$ cat config.mk
export PLATFORM = sky130hd
export DESIGN_NAME = dtc_top
export DESIGN_NICKNAME = d
export VERILOG_FILES = /design/src/shared/dtc_pkg.sv /design/src/shared/dtc_stream_if.sv /design/src/hdl/dtc_fifo.sv /design/src/hdl/dtc_top.sv
export SDC_FILE = /design/constraint.sdc
export NUM_CORES = 1
export LEC_CHECK = 0
export BUFFER_PORTS_ARGS = -buffer_cell sky130_fd_sc_hd__buf_4
export CELL_PAD_IN_SITES_DETAIL_PLACEMENT = 1
export CELL_PAD_IN_SITES_GLOBAL_PLACEMENT = 2
export CORE_ASPECT_RATIO = 0.7
export CORE_MARGIN = 5
export CORE_UTILIZATION = 42
export CTS_CLUSTER_DIAMETER = 80
export DETAILED_ROUTE_END_ITERATION = 8
export PLACE_DENSITY = 0.9
export SLEW_MARGIN = 5
export SYNTH_ARGS = -nofsm -noshare
export SYNTH_HDL_FRONTEND = slang
export SYNTH_HIERARCHICAL = 1
export SYNTH_SLANG_ARGS = --single-unit
$ cat constraint.sdc
create_clock -name clock_i -period 10.8 [get_ports clock_i]
set_input_delay 1.62 -clock clock_i [delete_from_list [all_inputs] [get_ports clock_i]]
set_output_delay 1.62 -clock clock_i [all_outputs]
set_load 0.05 [all_outputs]
$ cat src/shared/dtc_pkg.sv
/*
 * Shared constants and types of the block transfer controller.
 * Assumes a single core clock; included by every design file through import.
 */
package dtc_pkg;
	localparam int ADDR_W = 24;
	localparam int DATA_W = 32;
	localparam int CNT_W = 24;
	localparam int NUM_CH = 2;
	localparam int FIFO_DEPTH = 8;
	localparam int FIFO_PTR_W = 3;
	localparam int FIFO_CNT_W = 4;

	// arbitration option codes on prio_mode_i
	localparam logic [1:0] PRIO_CPU_FIRST = 2'h0;
	localparam logic [1:0] PRIO_DMA_FIRST = 2'h1;
	localparam logic [1:0] PRIO_ROTATE = 2'h2;

	// values after reset, and the one-unit count and address steps
	localparam logic [ADDR_W-1:0] ADDR_RST = 24'h000000;
	localparam logic [CNT_W-1:0] CNT_RST = 24'h000000;
	localparam logic [CNT_W-1:0] CNT_ONE = 24'h000001;
	localparam logic [ADDR_W-1:0] ADDR_STEP = 24'h000001;

	typedef enum logic [1:0] {ST_IDLE, ST_READ, ST_WRITE, ST_DONE} dtc_state_t;
	typedef enum logic [1:0] {OWN_NONE, OWN_CPU, OWN_DMA} dtc_owner_t;
endpackage

$ cat src/shared/dtc_stream_if.sv
/*
 * Valid/ready word stream between the engine and its staging buffer.
 * Assumes both ends run on the same clock.
 */
`timescale 1ns/1ns
`default_nettype none
interface dtc_stream_if
	import dtc_pkg::*;
	();
	logic in_valid;
	logic in_ready;
	logic [DATA_W-1:0] in_data;
	logic out_valid;
	logic out_ready;
	logic [DATA_W-1:0] out_data;

	modport buffer (
		input in_valid, in_data, out_ready,
		output in_ready, out_valid, out_data
	);
	modport user (
		output in_valid, in_data, out_ready,
		input in_ready, out_valid, out_data
	);
endinterface
`default_nettype wire

$ cat src/hdl/dtc_fifo.sv
/*
 * Flip-flop FIFO staging words between the read and write phases.
 * Assumes synchronous active-high reset; depth is a power of two.
 */
`timescale 1ns/1ns
`default_nettype none
module dtc_fifo
	import dtc_pkg::*;
	#(
	parameter int WIDTH = DATA_W,
	parameter int DEPTH = FIFO_DEPTH
	) (
	// clock and reset
	input wire logic clock_i,
	input wire logic rst_i,
	// stream
	dtc_stream_if.buffer st
);
	localparam int PW = $clog2(DEPTH);
	localparam int CW = PW + 1;
	localparam logic [CW-1:0] DEPTH_C = CW'(DEPTH);

	logic [WIDTH-1:0] mem_q [DEPTH];
	logic [PW-1:0] wr_ptr_q;
	logic [PW-1:0] rd_ptr_q;
	logic [CW-1:0] count_q;
	logic push;
	logic pop;

	assign st.in_ready = (count_q != DEPTH_C);
	assign st.out_valid = (count_q != '0);
	assign st.out_data = mem_q[rd_ptr_q];
	assign push = st.in_valid && st.in_ready;
	assign pop = st.out_valid && st.out_ready;

	always_ff @(posedge clock_i) begin
		if (push) begin
			mem_q[wr_ptr_q] <= st.in_data[WIDTH-1:0];
		end
	end

	always_ff @(posedge clock_i) begin
		if (rst_i) begin
			wr_ptr_q <= '0;
			rd_ptr_q <= '0;
			count_q <= '0;
		end else begin
			if (push) begin
				wr_ptr_q <= wr_ptr_q + PW'(1);
			end
			if (pop) begin
				rd_ptr_q <= rd_ptr_q + PW'(1);
			end
			case ({push, pop})
				2'b10: count_q <= count_q + CW'(1);
				2'b01: count_q <= count_q - CW'(1);
				default: count_q <= count_q;
			endcase
		end
	end
endmodule
`default_nettype wire

$ cat src/hdl/dtc_top.sv
/*
 * Memory-to-memory block transfer controller with its own bus port,
 * bus arbitration against the CPU and an optional second channel.
 * Assumes memory answers a granted request with dma_ack_i, held request.
 */
// Notes on behaviour
// RQ1: each word is first read from the source address, then that word is written to the destination address.
// RQ2: after each word both addresses step up, or down when the direction control selects decrement.
// RQ3: words move back to back until the transfer count has reached zero.
// RQ4: block completion raises a one-cycle interrupt request, produced only when its enable is set.
// RQ5: in the CPU-first option a CPU request always wins over a pending DMA request; the code lets a DMA access awaiting dma_ack_i keep the bus.
// RQ6: in the DMA-first option a pending DMA request always wins over a CPU request; the code lets a granted CPU keep the bus while cpu_req_i stays high.
// RQ7: in the rotating option CPU and DMA alternate, the CPU being granted first.
// RQ8: a second channel with selectable priority exists only in the dual variant; otherwise one channel.
// RQ9: peripheral registers are reached like any memory word, with no special handling.
// RQ10: transfers use the block's own address and data bus, separate from CPU buses.
// RQ11: addresses are 24 bits and data words 32 bits.
// RQ12: the count drops by one per completed word, and a block begins only on a start control.
`timescale 1ns/1ns
`default_nettype none
module dtc_top
	import dtc_pkg::*;
	#(
	parameter bit DUAL_VARIANT = 1'b1
	) (
	// clock and reset
	input wire logic clock_i,
	input wire logic rst_i,
	// per-channel control
	input wire logic [NUM_CH-1:0] ch_start_i,
	input wire logic [NUM_CH-1:0] ch_dec_i,
	input wire logic [NUM_CH-1:0] ch_irq_en_i,
	input wire logic [NUM_CH-1:0][ADDR_W-1:0] ch_src_i,
	input wire logic [NUM_CH-1:0][ADDR_W-1:0] ch_dst_i,
	input wire logic [NUM_CH-1:0][CNT_W-1:0] ch_count_i,
	input wire logic ch1_first_i,
	input wire logic [1:0] prio_mode_i,
	// status and interrupt requests
	output logic [NUM_CH-1:0] ch_pending_o,
	output logic busy_o,
	output logic active_ch_o,
	output logic [CNT_W-1:0] count_o,
	output logic [NUM_CH-1:0] irq_o,
	// dma bus (RQ10, RQ11)
	output logic dma_req_o,
	output logic dma_wr_o,
	output logic [ADDR_W-1:0] dma_addr_o,
	output logic [DATA_W-1:0] dma_wdata_o,
	input wire logic [DATA_W-1:0] dma_rdata_i,
	input wire logic dma_ack_i,
	// cpu side of the shared resource
	input wire logic cpu_req_i,
	output logic cpu_gnt_o
);
	dtc_stream_if st ();

	dtc_state_t state_q;
	dtc_owner_t owner_q;
	logic last_cpu_q;
	logic ch_q;
	logic dec_q;
	logic ie_q;
	logic [ADDR_W-1:0] src_q;
	logic [ADDR_W-1:0] dst_q;
	logic [CNT_W-1:0] rd_left_q;
	logic [CNT_W-1:0] cnt_q;
	logic [NUM_CH-1:0] pend_q;
	logic [NUM_CH-1:0] irq_q;
	logic [NUM_CH-1:0] ch_avail;
	logic [1:0] mode;
	logic want;
	logic dma_gnt;
	logic cpu_gnt;
	logic done;
	logic xfer;
	logic pick;

	dtc_fifo #(
		.WIDTH(DATA_W),
		.DEPTH(FIFO_DEPTH)
	) u_fifo (
		.clock_i(clock_i),
		.rst_i(rst_i),
		.st(st)
	);

	// second channel and priority choice only in the dual variant
	assign ch_avail = DUAL_VARIANT ? {NUM_CH{1'b1}} : NUM_CH'(1); // RQ8
	assign mode = DUAL_VARIANT ? prio_mode_i : PRIO_CPU_FIRST; // RQ8

	// per-channel start latch and completion request
	genvar g;
	generate
		for (g = 0; g < NUM_CH; g++) begin : g_ch
			always_ff @(posedge clock_i) begin
				if (rst_i) begin
					pend_q[g] <= 1'b0;
				end else if (ch_start_i[g] && ch_avail[g]) begin
					pend_q[g] <= 1'b1; // RQ12
				end else if (state_q == ST_IDLE && pick == 1'(g) && pend_q[g]) begin
					pend_q[g] <= 1'b0;
				end
			end
			always_ff @(posedge clock_i) begin
				if (rst_i) begin
					irq_q[g] <= 1'b0;
				end else begin
					irq_q[g] <= done && ch_q == 1'(g) && ie_q; // RQ4
				end
			end
		end
	endgenerate

	// channel choice when idle
	always_comb begin
		if (pend_q[0] && pend_q[1]) begin
			pick = ch1_first_i && DUAL_VARIANT; // RQ8
		end else begin
			pick = pend_q[1];
		end
	end

	// bus request: read while buffer has room, write while it holds words
	assign want = (state_q == ST_READ && rd_left_q != CNT_RST && st.in_ready) ||
		(state_q == ST_WRITE && st.out_valid);

	// arbitration of the shared resource
	always_comb begin
		cpu_gnt = 1'b0;
		dma_gnt = 1'b0;
		if (owner_q == OWN_CPU && cpu_req_i) begin
			cpu_gnt = 1'b1;
		end else if (owner_q == OWN_DMA && want) begin
			dma_gnt = 1'b1;
		end else if (cpu_req_i && want) begin
			case (mode)
				PRIO_CPU_FIRST: cpu_gnt = 1'b1; // RQ5
				PRIO_DMA_FIRST: dma_gnt = 1'b1; // RQ6
				PRIO_ROTATE: begin
					cpu_gnt = !last_cpu_q; // RQ7
					dma_gnt = last_cpu_q; // RQ7
				end
				default: cpu_gnt = 1'b1;
			endcase
		end else begin
			cpu_gnt = cpu_req_i;
			dma_gnt = want;
		end
	end

	assign xfer = dma_gnt && dma_ack_i;

	always_ff @(posedge clock_i) begin
		if (rst_i) begin
			owner_q <= OWN_NONE;
			last_cpu_q <= 1'b0; // RQ7
		end else begin
			if (cpu_gnt) begin
				owner_q <= OWN_CPU;
			end else if (dma_gnt && !dma_ack_i) begin
				owner_q <= OWN_DMA;
			end else begin
				owner_q <= OWN_NONE;
			end
			if (cpu_gnt && owner_q != OWN_CPU) begin
				last_cpu_q <= 1'b1;
			end else if (dma_gnt && owner_q != OWN_DMA) begin
				last_cpu_q <= 1'b0;
			end
		end
	end

	// sequencer
	always_ff @(posedge clock_i) begin
		if (rst_i) begin
			state_q <= ST_IDLE;
		end else begin
			case (state_q)
				ST_IDLE: begin
					if (pend_q != '0) begin
						state_q <= ST_READ; // RQ12
					end
				end
				ST_READ: begin
					if (!want) begin
						state_q <= ST_WRITE; // RQ1
					end
				end
				ST_WRITE: begin
					if (!st.out_valid) begin
						state_q <= (cnt_q == CNT_RST) ? ST_DONE : ST_READ; // RQ3
					end
				end
				ST_DONE: state_q <= ST_IDLE;
				default: state_q <= ST_IDLE;
			endcase
		end
	end

	assign done = (state_q == ST_DONE);

	// block setup and address stepping
	always_ff @(posedge clock_i) begin
		if (rst_i) begin
			ch_q <= 1'b0;
			dec_q <= 1'b0;
			ie_q <= 1'b0;
			src_q <= ADDR_RST;
			dst_q <= ADDR_RST;
			rd_left_q <= CNT_RST;
			cnt_q <= CNT_RST;
		end else if (state_q == ST_IDLE && pend_q != '0) begin
			ch_q <= pick;
			dec_q <= ch_dec_i[pick];
			ie_q <= ch_irq_en_i[pick];
			src_q <= ch_src_i[pick];
			dst_q <= ch_dst_i[pick];
			rd_left_q <= ch_count_i[pick];
			cnt_q <= ch_count_i[pick];
		end else if (xfer && state_q == ST_READ) begin
			src_q <= dec_q ? src_q - ADDR_STEP : src_q + ADDR_STEP; // RQ2
			rd_left_q <= rd_left_q - CNT_ONE;
		end else if (xfer && state_q == ST_WRITE) begin
			dst_q <= dec_q ? dst_q - ADDR_STEP : dst_q + ADDR_STEP; // RQ2
			cnt_q <= cnt_q - CNT_ONE; // RQ12
		end
	end

	// read data goes to the buffer, buffer head is written out
	assign st.in_valid = xfer && state_q == ST_READ; // RQ1
	assign st.in_data = dma_rdata_i; // RQ11
	assign st.out_ready = xfer && state_q == ST_WRITE; // RQ1

	// any 24-bit address, peripheral or memory, is driven the same way
	assign dma_req_o = dma_gnt; // RQ10
	assign dma_wr_o = (state_q == ST_WRITE);
	assign dma_addr_o = (state_q == ST_WRITE) ? dst_q : src_q; // RQ9
	assign dma_wdata_o = st.out_data;
	assign cpu_gnt_o = cpu_gnt;

	assign ch_pending_o = pend_q;
	assign busy_o = (state_q != ST_IDLE);
	assign active_ch_o = ch_q;
	assign count_o = cnt_q;
	assign irq_o = irq_q;
endmodule
`default_nettype wire

== Word-level counts from Yosys, hierarchy flattened ==
Memories as Yosys holds them, arrays and structs flattened. A register that Yosys moved wholly into a read port is not among the register bits.
Cells that the tools add are included.
Operators by class
  add/sub/neg operators: 10
  multipliers: 0
  div/mod/pow operators: 0
  magnitude comparators: 1
  equal/unequal tests: 16
  shift operators: 0
  muxes and demuxes: 50
  bitwise operators: 2
  reductions and logical operators: 42
Operators with widths (number)
  2-to-1 mux 24 bit: 19
  subtractor 24 x 1 -> 24 bit, second input constant: 4
  adder 24 x 1 -> 24 bit, second input constant: 2
  logical AND 1 bit: 24
  logical NOT 24 bit: 1
  nonzero test 24 bit: 1
  2-to-1 mux 1 bit: 20
  nonzero test 2 bit: 8
  equality test 2 bit, second input constant: 5
  2-to-1 mux 2 bit: 5
  equality test 2 x 1 -> 1 bit, second input constant: 4
  inequality test 2 bit, second input constant: 4
  one-hot mux 2 bit (4 select lines): 1
  one-hot mux 4 bit (2 select lines): 1
  adder 3 x 1 -> 3 bit, second input constant: 2
  2-to-1 mux 3 bit: 2
  adder 4 x 1 -> 4 bit, second input constant: 1
  inequality test 2 x 1 -> 1 bit, second input constant: 2
  inequality test 4 bit, second input constant: 1
  one-hot mux 1 bit (2 select lines): 2
  nonzero test 4 bit: 1
  subtractor 4 x 1 -> 4 bit, second input constant: 1
  AND reduction 3 bit: 1
  logical NOT 1 bit: 2
  other kinds (6): 7
Storage, ports and cells
  register bits after elaboration: 118
  latch bits: 0
  RAM bits: 256
  ROM bits: 0
  bits of input ports: 189
  output and inout port bits: 89
  logic and storage cells: 140
  memories: 1
Memories
  u_fifo.mem_q: depth 8, bits a word 32, rd ports 1, clocked after memory_dff 1, write ports 1, line dtc_fifo.sv:23  | logic [WIDTH-1:0] mem_q [DEPTH];

== Logic depth before layout (Yosys ltp) ==
Gate-level depths: netlist of the first run.
  depth after elaboration: 13
  gate-level depth with buffers: 16
  gate-level depth less buffers: 15

== Hierarchy ==
The synthesis of the first run kept the hierarchy.
By module, submodules not included
  dtc_fifo: times used 1, cells each 444, area each 10396.2 um^2, sequential area each 7947.6 um^2
  dtc_top: times used 1, cells each 1106, area each 8299.2 um^2, sequential area each 2162.1 um^2

== Worst setup path after synthesis of the first run ==
No wires, ideal clock.
  kind: input to register
  from: input prio_mode_i[0]
  to: memory u_fifo/mem_q[0][0] (netlist bit), enable pin
  setup time: 0.501 ns
  arrival time: 6.062 ns
  required time: 10.299 ns
  slack: 4.236 ns
  stages on the path: 9
  buffers on the path: 2
  path through: inv_1 -> ha_1 -> o311ai_1 -> nand3_2 -> inv_2 -> buf_6 -> buf_6 -> nand2_4 -> nor4_1
On the way
  cells in the longest elaborated chain, start to end: 10
  elaborated cells on any way between the ends: 11
  those cells by class: 2 x eq/ne; 6 x mux; 3 x reduce/logical
RTL lines
  start: declaration: line dtc_top.sv:37  | input wire logic [1:0] prio_mode_i,
  equality test 2 bit or equality test 2 x 1 -> 1 bit (tied branches): line dtc_top.sv:136  | case (mode)
  one-hot mux 1 bit (2 select lines) *: line dtc_top.sv:136
  2-to-1 mux 1 bit *: line dtc_top.sv:135  | end else if (cpu_req_i && want) begin
  2-to-1 mux 1 bit *: line dtc_top.sv:133  | end else if (owner_q == OWN_DMA && want) begin
  2-to-1 mux 1 bit *: line dtc_top.sv:131  | if (owner_q == OWN_CPU && cpu_req_i) begin
  logical AND 1 bit *: line dtc_top.sv:151  | assign xfer = dma_gnt && dma_ack_i;
  logical AND 1 bit *: line dtc_top.sv:230  | assign st.in_valid = xfer && state_q == ST_READ;
  named net st.in_valid: line dtc_stream_if.sv:10  | logic in_valid;
  logical AND 1 bit *: line dtc_fifo.sv:33  | assign push = st.in_valid && st.in_ready;
  2-to-1 mux 1 bit *: line dtc_fifo.sv:37  | if (push) begin
  2-to-1 mux 1 bit (implied by the code) *: line dtc_fifo.sv:38  | mem_q[wr_ptr_q] <= st.in_data[WIDTH-1:0];
  end: declaration: line dtc_fifo.sv:23
The timed path passes the listed nets; every way through them passes the cells marked *.

== Worst setup path in the final report of the first run ==
  from: input prio_mode_i[0]
  to: register u_fifo.count_q[2]
On the way
  cells in the longest elaborated chain, start to end: 10
  elaborated cells on any way between the ends: 15
  those cells by class: 4 x eq/ne; 5 x mux; 6 x reduce/logical
RTL lines
  equality test 2 bit or equality test 2 x 1 -> 1 bit (tied branches): line dtc_top.sv:136
  one-hot mux 1 bit (2 select lines) *: line dtc_top.sv:136
  2-to-1 mux 1 bit *: line dtc_top.sv:135
  2-to-1 mux 1 bit *: line dtc_top.sv:133
  2-to-1 mux 1 bit *: line dtc_top.sv:131
  logical AND 1 bit *: line dtc_top.sv:151
  logical AND 1 bit *: line dtc_top.sv:232  | assign st.out_ready = xfer && state_q == ST_WRITE;
  logical AND 1 bit *: line dtc_fifo.sv:34  | assign pop = st.out_valid && st.out_ready;
  named net u_fifo.pop: line dtc_fifo.sv:28  | logic pop;
  equality test 2 x 1 -> 1 bit or equality test 2 bit (tied branches): line dtc_fifo.sv:54  | case ({push, pop})
  one-hot mux 4 bit (2 select lines) or nonzero test 2 bit (tied branches)
  end signal: assignment: line dtc_fifo.sv:55  | 2'b10: count_q <= count_q + CW'(1);
  end signal: assignment: line dtc_fifo.sv:56  | 2'b01: count_q <= count_q - CW'(1);
  end signal: assignment: line dtc_fifo.sv:57  | default: count_q <= count_q;
  end: declaration: line dtc_fifo.sv:26  | logic [CW-1:0] count_q;
Marks and branches as above.
A chain may end at the register's enable or synchronous reset.

==> impl_results.rst, run 1 <==
.. list-table::
   :header-rows: 1

   * - Metric
     - Value
   * - Worst hold slack after final layout
     - 471 ps
   * - Fillers
     - 4,643
   * - # port buffers
     - 277
   * - # clock sinks
     - 377
   * - Final core utilization
     - 0.515
   * - Setup repair after global routing missed its margin
     - false
   * - Leakage power
     - 8.39 nW
   * - H-tree Lvls
     - 2
   * - Most frequently used flop master after synthesis
     - edfxtp_1
   * - CP required
     - 11,260 ps
   * - Number of flops mapped to enable cells by yosys
     - 256
   * - Starting density of the core
     - 0.426
   * - Met2 track demand over resource
     - 0.368
   * - Vias
     - 13,800
   * - Met3 layer usage reported by global route
     - 0.0399
   * - Final clock skew
     - 23.2 ps
   * - CP Capture Type
     - flop
   * - Clock root buffer
     - clkbuf_16
   * - Unique cell type count in the Yosys netlist
     - 79
   * - Register clock-pin slew on the reported worst setup and hold paths
     - 60 ps
   * - Area of the mapped netlist
     - 18,700 um2
   * - Worst slew margin relative to its limit
     - 0.231
   * - Chip Width
     - 262 um
   * - Floorplan die height
     - 187 um
   * - Status
     - completed
   * - Maximum number of buffers from clock root to sink
     - 3
   * - Via-per-instance ratio
     - 5.66
   * - Library cell contributing the largest single delay on the critical path
     - o311ai_1
   * - Total area of sequential cells
     - 10,100 um2
   * - Area added between synthesis and finish
     - 20.9%
   * - Highest attainable clock frequency
     - 196 MHz
   * - Delay of the slowest critical-path stage
     - 640 ps
   * - Seq cells post-synth
     - 377
   * - Area of combinational cells with multiple inputs
     - 8140 um2
   * - Critical Path, Cell by Cell
     - buf_4 > inv_1 > ha_1 > a21oi_1 > o311ai_1 > nand4_1 > buf_4 > inv_2 > nand2_1 > inv_1 > ha_1 > xor2_1 > ha_1 > a21oi_1 > xor2_1 > or3_1 > a21oi_1
   * - Fraction of layout cells with a size suffix above 1
     - 0.267
   * - Most frequent cells in the layout
     - 296 x buf_4, 256 x edfxtp_1, 202 x nand2_1, 118 x dfxtp_1, 105 x a21oi_1
   * - Total length of routed wires
     - 57,000 um
   * - Length of the first detailed-routing pass in iterations
     - 4
   * - Grt met1 use
     - 0.324
   * - TritonCTS Buffers
     - 39
   * - Row count
     - 64
   * - Area of the core
     - 43,900 um2
   * - Slew at the pin closest to its max-slew limit
     - 1140 ps
   * - Slew Viols, Final
     - 0
   * - Kind of launch point of the worst setup path
     - input pin
   * - Count of final setup violators
     - 0
   * - Critical path data arrival time
     - 5550 ps
   * - Count of nets after finishing
     - 2,054
   * - Cell Area, Placed
     - 21,300 um2
   * - Wire length of the first global-routing pass
     - 87,000 um
   * - Final Cell Area
     - 22,600 um2
   * - Min Tclk post-route
     - 5100 ps
   * - Setup TNS Final
     - 0 ps
   * - Max-cap violations
     - 0
   * - I/O pins
     - 278
   * - Peak fanout along the critical path
     - 44
   * - Pin count of the biggest net entering global routing
     - 75
   * - Ys Warns
     - 6
   * - Clock insertion delay at the later pin of the skew report
     - 550 ps
   * - Total nets after synthesis
     - 1,795
   * - Cell count after placement
     - 2,362
   * - Weighted congestion reported at the end of routability-driven placement
     - 0.843
   * - Final Instance Count excl. Fillers
     - 2,433
   * - Number of buffers added to fix hold violations after cts
     - 0
   * - Via count of the first global-routing pass
     - 14,600
   * - Post-synthesis async set-or-reset flop share
     - 0
   * - GR Overflow Total
     - 0
   * - Post-DRT Antenna Nets
     - 0
   * - Diodes inserted
     - 0
   * - Gr busiest metal
     - met2
   * - Antenna violations before repair
     - 1
   * - Area of the die
     - 48,900 um2
   * - Leading cell type in the layout, fill and taps excluded
     - buf_4
   * - Share of synthesized area occupied by flip-flops and latches
     - 0.541
   * - Maximum vdd ir drop
     - 0.0959 mV
   * - Setup Crit Path Kind
     - input pin to flop
   * - Pwr Density
     - 171 nW/um2
   * - DR DRC count
     - 0
   * - Wirelength per Cell
     - 23.4 um
   * - All-Layer GR Usage
     - 0.227
   * - Violation count after the first detailed-routing iteration
     - 772
   * - Synth Instances
     - 1,550
   * - Hold crit path type
     - flop to flop
   * - TritonCTS clock tree
     - done
   * - HPWL after DPL
     - 39,800 um
   * - Fin crit share
     - 0.472
   * - Number of setup buffers added after CTS
     - 0
   * - Number of gates resized after CTS
     - 0
   * - Number of hold violations in the final report
     - 0
   * - Average cell area after synthesis
     - 12.1 um2
-- Yosys cell counts (30+ instances only) --
master    count  area, um2
nor3_1       32        160
a31oi_1      44        275
xnor2_1      43        377
xor2_1       30        263
nand2_1     203        762
edfxtp_1    256       7690
mux2_2       48        541
a21boi_0     36        270
ha_1         54        676
clkbuf_1     40        150
dfxtp_1     121       2420
mux4_2       42        946
a21oi_1     105        526
o21ai_0      43        215
nor2_1      102        383
-- flip-flops by register name (all words and copies together) (netlist names), named ones only --
register / cells
active_ch_o: 1
ch_pending_o: 2
count_o: 24
dec_q: 1
dst_q: 24
ie_q: 1
irq_o: 2
last_cpu_q: 1
owner_q: 2
rd_left_q: 24
src_q: 24
state_q: 2
u_fifo/count_q: 4
u_fifo/mem_q: 256
u_fifo/rd_ptr_q: 3
u_fifo/wr_ptr_q: 3
-- critical path, delay by kind of cell --
kind                     cells  cell delay (ps)
AND/OR/NAND/NOR              3              700
buffers and inverters        5             1230
AO/OA/AOI/OAI                4              940
XOR/XNOR                     2              360
adder cells (fa/ha/maj)      3              680
-- path summary, 6_finish.rpt --
check                 start                 to  slack (ps)  cells after the start
min reg2reg     active_ch_o           irq_o[1]         470                      2
min             active_ch_o           irq_o[1]         470                      2
max          prio_mode_i[0]  u_fifo/count_q[2]        5700                     17
max reg2reg    rd_left_q[8]  u_fifo/count_q[2]        6420                     14
-- kinds of logic (layout without fill, tap and decap cells) --
| group | after synthesis | after routing | share of synthesized area |
|---|---|---|---|
| AOI/OAI and AO/OA | 348 | 348 | 0.123 |
| xor gates and xnor gates | 73 | 73 | 0.0342 |
| adders and majority gates | 56 | 56 | 0.0383 |
| buffers and inverters | 106 | 395 | 0.0273 |
| DFF | 377 | 377 | 0.541 |
| muxes | 132 | 132 | 0.123 |
| and+or+nand+nor | 458 | 458 | 0.113 |
-- area by class of cell --
class / instances / area share
Clock buffer: 46 / 0.0453
Timing Repair Buffer: 296 / 0.0983
Clock inverter: 25 / 0.0115
Inverter: 28 / 0.00465
Sequential cell: 377 / 0.448
Multi-Input combinational cell: 1067 / 0.360
Tap cell: 594 / 0.0329
-- stage by stage --
stage | total power, mW | setup WS, ps
2_1_floorplan | 2.24 | 4240
4_1_cts | 3.90 | 5680
3_3_place_gp | 2.51 | 5360
3_5_place_dp | 2.53 | 5180
6_report | 3.87 | 5700
5_1_grt | 4.05 | 5430
-- metal layers --
layer | vias up | part of all wire
met1 | 7001 | 0.46
met3 | 65 | 0.048
met2 | 292 | 0.47
li1 | 6420 | -
met4 | 0 | 0.019
met5 | - | 0
-- power by group --
group | total [mW] | switching [mW] | internal (mW)
clock | 1.36 | 0.565 | 0.799
combinational | 0.838 | 0.533 | 0.305
sequential | 1.67 | 0.0663 | 1.60
total | 3.87 | 1.16 | 2.71
No activity file was read; power rests on OpenSTA's default activity.
==> inputs of run 2 (changes only) <==
--- a/config.mk
+++ b/config.mk
@@ -10,10 +10,10 @@
 export CELL_PAD_IN_SITES_GLOBAL_PLACEMENT = 2
 export CORE_ASPECT_RATIO = 0.7
 export CORE_MARGIN = 5
-export CORE_UTILIZATION = 42
+export CORE_UTILIZATION = 39
 export CTS_CLUSTER_DIAMETER = 80
 export DETAILED_ROUTE_END_ITERATION = 8
-export PLACE_DENSITY = 0.9
+export PLACE_DENSITY = 0.85
 export SLEW_MARGIN = 5
 export SYNTH_ARGS = -nofsm -noshare
 export SYNTH_HDL_FRONTEND = slang
==> constraint.sdc (replaced) <==
create_clock -name clock_i -period 4.9 [get_ports clock_i]
set_input_delay 0.735 -clock clock_i [delete_from_list [all_inputs] [get_ports clock_i]]
set_output_delay 0.735 -clock clock_i [all_outputs]
set_load 0.05 [all_outputs]
==> impl_results.rst, run 2 (synthesized netlist as in run 1, its figures left out) <==
.. list-table::
   :header-rows: 1

   * - Metric
     - Value
   * - Status
     - completed
   * - Peak fanout along the critical path
     - 25
   * - Number of buffers added to fix hold violations after cts
     - 0
   * - Slew Viols, Final
     - 0
   * - Chip Width
     - 272 um
   * - Hold crit path type
     - input pin to flop
   * - Number of gates resized after CTS
     - 0
   * - Area of the core
     - 47,600 um2
   * - Area of combinational cells with multiple inputs
     - 8140 um2
   * - H-tree Lvls
     - 2
   * - Maximum number of buffers from clock root to sink
     - 3
   * - Clock insertion delay at the later pin of the skew report
     - 540 ps
   * - Via-per-instance ratio
     - 5.56
   * - Total length of routed wires
     - 57,400 um
   * - HPWL after DPL
     - 40,300 um
   * - Leakage power
     - 8.45 nW
   * - Wirelength per Cell
     - 23.2 um
   * - Setup TNS Final
     - 0 ps
   * - Critical path data arrival time
     - 4400 ps
   * - Most frequent cells in the layout
     - 306 x buf_4, 256 x edfxtp_1, 202 x nand2_1, 118 x dfxtp_1, 105 x a21oi_1
   * - Total area of sequential cells
     - 10,100 um2
   * - Fin crit share
     - 0.804
   * - Weighted congestion reported at the end of routability-driven placement
     - 0.884
   * - TritonCTS clock tree
     - done
   * - Final core utilization
     - 0.478
   * - Kind of launch point of the worst setup path
     - flop
   * - Fraction of layout cells with a size suffix above 1
     - 0.274
   * - Vias
     - 13,700
   * - Row count
     - 67
   * - Final clock skew
     - 13.0 ps
   * - Antenna violations before repair
     - 2
   * - Pwr Density
     - 377 nW/um2
   * - Wire length of the first global-routing pass
     - 87,300 um
   * - Setup repair after global routing missed its margin
     - false
   * - DR DRC count
     - 0
   * - Flip-flop count of the largest register after layout
     - 256
   * - Leading cell type in the layout, fill and taps excluded
     - buf_4
   * - CP required
     - 5360 ps
   * - All-Layer GR Usage
     - 0.213
   * - Floorplan die height
     - 193 um
   * - Count of final setup violators
     - 0
   * - # port buffers
     - 277
   * - Post-DRT Antenna Nets
     - 0
   * - Number of setup buffers added after CTS
     - 0
   * - Pin count of the biggest net entering global routing
     - 59
   * - Fillers
     - 5,050
   * - # clock sinks
     - 377
   * - Area added between synthesis and finish
     - 21.8%
   * - Maximum vdd ir drop
     - 0.202 mV
   * - Violation count after the first detailed-routing iteration
     - 789
   * - Slew at the pin closest to its max-slew limit
     - 1220 ps
   * - Count of nets after finishing
     - 2,065
   * - I/O pins
     - 278
   * - Max-cap violations
     - 0
   * - Area of the die
     - 52,500 um2
   * - CP Capture Type
     - flop
   * - Register clock-pin slew on the reported worst setup and hold paths
     - 60 ps
   * - Length of the first detailed-routing pass in iterations
     - 5
   * - Diodes inserted
     - 0
   * - Register with the most flip-flops
     - u_fifo/mem_q
   * - Starting density of the core
     - 0.393
   * - Min Tclk post-route
     - 3940 ps
   * - Setup Crit Path Kind
     - flop to flop
   * - Number of hold violations in the final report
     - 0
   * - Worst slew margin relative to its limit
     - 0.178
   * - Via count of the first global-routing pass
     - 14,300
   * - GR Overflow Total
     - 0
   * - TritonCTS Buffers
     - 39
   * - Clock root buffer
     - clkbuf_16
   * - Highest attainable clock frequency
     - 254 MHz
[run 2: changes by cell type in the layout (fill, tap and decap cells not counted), moves of 2 or more]
cell / change
buf_4: +10
clkbuf_8: +5
clkinv_1: -7
clkinv_2: -2
clkinvlp_4: +2
[run 2: worst paths after layout]
check | start | to | slack [ps] | cells after the start
hold reg to reg | src_q[8] | src_q[8] | 480 | 2
setup reg to reg | dec_q | dst_q[22] | 960 | 9
setup / recovery | dec_q | dst_q[22] | 960 | 9
hold / removal | dma_ack_i | owner_q[1] | 400 | 2
[run 2: layout make-up]
cell class,count,area share
Clock buffer,52,0.0482
Tap cell,621,0.0341
Multi-Input combinational cell,1067,0.358
Clock inverter,17,0.00912
Inverter,28,0.00462
Timing Repair Buffer,307,0.102
Sequential cell,377,0.444
[run 2: power breakdown]
| part | internal (mW) | total, mW | switching (mW) |
|---|---|---|---|
| clock | 1.79 | 3.05 | 1.26 |
| sequential | 3.53 | 3.69 | 0.160 |
| combinational | 0.682 | 1.84 | 1.16 |
| total | 6.01 | 8.58 | 2.58 |
[run 2: critical path, stage by stage (launching register included)]
cell	delay, ps
dfxtp_2	750
ha_1	380
nor2b_1	170
o31a_1	310
o211a_1	290
a2111oi_0	1030
o31ai_1	230
nand3_1	180
mux2_2	350
nor3_1	160
[run 2: metrics by stage]
step / hold slack [ps] / instance area [um2] / instances / power [mW] / worst slack (ps)
after global placement: 462 / 21500 / 2400 / 5.55 / 1190
after CTS: 375 / 22800 / 2469 / 8.67 / 1070
final: 404 / 22800 / 2469 / 8.58 / 958
after floorplan: 446 / 18700 / 1550 / 4.93 / 55.2
after global routing: 391 / 22800 / 2469 / 8.98 / 733
after detailed placement: 472 / 21500 / 2400 / 5.60 / 1050
[run 2: per-layer routing]
metal | wire length (um) | share of wire | track usage | vias to the layer above
li1 | - | - | - | 6432
met1 | 27500 | 0.48 | 0.313 | 6964
met2 | 26800 | 0.47 | 0.345 | 287
met3 | 2340 | 0.041 | 0.0309 | 52
met4 | 709 | 0.012 | 0.0331 | 2
met5 | 12 | 0.00021 | 0 | -
==> inputs of run 3 (changes only) <==
--- a/config.mk
+++ b/config.mk
@@ -10,10 +10,10 @@
 export CELL_PAD_IN_SITES_GLOBAL_PLACEMENT = 2
 export CORE_ASPECT_RATIO = 0.7
 export CORE_MARGIN = 5
-export CORE_UTILIZATION = 39
+export CORE_UTILIZATION = 35
 export CTS_CLUSTER_DIAMETER = 80
 export DETAILED_ROUTE_END_ITERATION = 8
-export PLACE_DENSITY = 0.85
+export PLACE_DENSITY = 0.81
 export SLEW_MARGIN = 5
 export SYNTH_ARGS = -nofsm -noshare
 export SYNTH_HDL_FRONTEND = slang
==> constraint.sdc (replaced) <==
create_clock -name clock_i -period 3.4 [get_ports clock_i]
set_input_delay 0.51 -clock clock_i [delete_from_list [all_inputs] [get_ports clock_i]]
set_output_delay 0.51 -clock clock_i [all_outputs]
set_load 0.05 [all_outputs]
==> impl_results.rst, run 3 (synthesized netlist as in run 1, its figures left out) <==
.. list-table::
   :header-rows: 1

   * - Metric
     - Value
   * - TritonCTS Buffers
     - 40
   * - Floorplan die height
     - 203 um
   * - HPWL after DPL
     - 40,600 um
   * - Final clock skew
     - 29.3 ps
   * - GR Overflow Total
     - 0
   * - Worst slew margin relative to its limit
     - 0.457
   * - Max-cap violations
     - 0
   * - Violation count after the first detailed-routing iteration
     - 734
   * - Starting density of the core
     - 0.356
   * - Maximum vdd ir drop
     - 0.311 mV
   * - Via-per-instance ratio
     - 5.41
   * - Kind of launch point of the worst setup path
     - flop
   * - Peak fanout along the critical path
     - 5
   * - Area added between synthesis and finish
     - 24.3%
   * - Clock root buffer
     - clkbuf_16
   * - Register clock-pin slew on the reported worst setup and hold paths
     - 60 ps
   * - Area of the die
     - 58,200 um2
   * - Post-placement setup slack
     - 12.4 ps
   * - Cell count after placement
     - 2,477
   * - Worst hold path stage count
     - 3
   * - Final Instance Count excl. Fillers
     - 2,554
   * - Chip Width
     - 286 um
   * - Pwr Density
     - 545 nW/um2
   * - Antenna violations before repair
     - 1
   * - Critical path buffer and inverter count
     - 3
   * - Register with the most flip-flops
     - u_fifo/mem_q
   * - Hold crit path type
     - input pin to flop
   * - Area of combinational cells with multiple inputs
     - 8200 um2
   * - Most frequent cells in the layout
     - 308 x buf_4, 256 x edfxtp_1, 201 x nand2_1, 118 x dfxtp_1, 104 x a21oi_1
   * - Slew Viols, Final
     - 0
   * - Fin crit share
     - 0.976
   * - Leakage power
     - 8.59 nW
   * - TritonCTS clock tree
     - done
   * - Highest attainable clock frequency
     - 301 MHz
   * - Weighted congestion reported at the end of routability-driven placement
     - 0.838
   * - Wire length of the first global-routing pass
     - 88,500 um
   * - Number of buffers added to fix hold violations after cts
     - 0
   * - DR DRC count
     - 0
   * - # clock sinks
     - 377
   * - Total area of sequential cells
     - 10,100 um2
   * - Setup Crit Path Kind
     - flop to primary output
   * - # port buffers
     - 277
   * - Final Cell Area
     - 23,200 um2
   * - Setup slack of the critical path after layout
     - 80.0 ps
   * - Post-DRT Antenna Nets
     - 0
   * - Count of nets after finishing
     - 2,081
   * - Area of the core
     - 52,600 um2
   * - Number of cells on the critical path
     - 8
   * - Number of hold violations in the final report
     - 0
   * - Clock insertion delay at the later pin of the skew report
     - 560 ps
   * - Critical path data arrival time
     - 2810 ps
   * - Length of the first detailed-routing pass in iterations
     - 5
   * - Wirelength per Cell
     - 22.5 um
   * - Min Tclk post-route
     - 3320 ps
   * - Total length of routed wires
     - 57,500 um
   * - Worst reg-to-reg path cell count
     - 13
   * - CP Capture Type
     - primary output
   * - Kind of cell with the highest combined delay on the critical path
     - simple AND/OR/NAND/NOR gates
   * - Fillers
     - 5,611
   * - Row count
     - 70
   * - I/O pins
     - 278
   * - Pin count of the biggest net entering global routing
     - 65
   * - Maximum number of buffers from clock root to sink
     - 3
   * - Most used cell along the critical path
     - inv_1
   * - Via count of the first global-routing pass
     - 14,800
   * - All-Layer GR Usage
     - 0.193
   * - H-tree Lvls
     - 2
   * - Cell Area, Placed
     - 21,800 um2
   * - Count of final setup violators
     - 0
   * - Slew at the pin closest to its max-slew limit
     - 814 ps
   * - Leading cell type in the layout, fill and taps excluded
     - buf_4
   * - Critical Path, Cell by Cell
     - or4_4 > nor4b_4 > a41oi_4 > a21oi_2 > inv_1 > nand2_2 > inv_1 > buf_4
   * - CP required
     - 2890 ps
   * - Final core utilization
     - 0.442
   * - Flip-flop count of the largest register after layout
     - 256
   * - Library cell contributing the largest single delay on the critical path
     - or4_4
   * - Fraction of layout cells with a size suffix above 1
     - 0.283
   * - Vias
     - 13,800
   * - Status
     - completed
   * - Delay of the slowest critical-path stage
     - 570 ps
   * - Worst hold slack after final layout
     - 151 ps
## run 3: final timing paths
path | from | endpoint | slack [ps]
setup / recovery | rd_left_q[9] | dma_req_o | 80
hold / removal | ch_start_i[1] | ch_pending_o[1] | 150
setup reg to reg | rd_left_q[9] | u_fifo/count_q[2] | 150
hold reg to reg | src_q[8] | src_q[8] | 470
## run 3: repair_timing
action | 4_1_cts | 5_1_grt
setup buffers | 1 | 0
gates resized for setup | 2 | 8
pin swaps | 1 | 3
setup endpoints to repair | 2 | 4
## run 3: per-stage QoR
stage,power [mW],setup TNS (ps)
3_3_place_gp,8.04,0
6_report,12.7,0
5_1_grt,13.3,-14.6
3_5_place_dp,8.11,0
4_1_cts,12.8,0
2_1_floorplan,7.11,-65390
## run 3: per-layer routing
metal,GRT usage,vias up,share of wire
met3,0.0335,53,0.045
li1,-,6472,-
met2,0.319,261,0.48
met5,0,-,0.00024
met1,0.271,7029,0.46
met4,0.0358,2,0.015
## run 3: cell type report
| cell class | instances | area share |
|---|---|---|
| Antenna cell | 2 | 0.000215 |
| Clock buffer | 47 | 0.0446 |
| Clock inverter | 27 | 0.0151 |
| Inverter | 28 | 0.00452 |
| Multi-Input combinational cell | 1067 | 0.353 |
| Sequential cell | 377 | 0.435 |
| Tap cell | 684 | 0.0368 |
| Timing Repair Buffer | 322 | 0.111 |
## run 3: worst min-delay path, delay by kind of cell
| kind | cells | cell delay [ps] |
|---|---|---|
| AOI/OAI and AO/OA | 1 | 30 |
| buffers and inverters | 1 | 80 |
| and+or+nand+nor | 1 | 60 |
## run 3: report_power, final
part           internal (mW)  total, mW  switching (mW)
Combinational           1.03       2.74            1.71
Clock                   2.74       4.62            1.88
Sequential              5.09       5.30           0.210
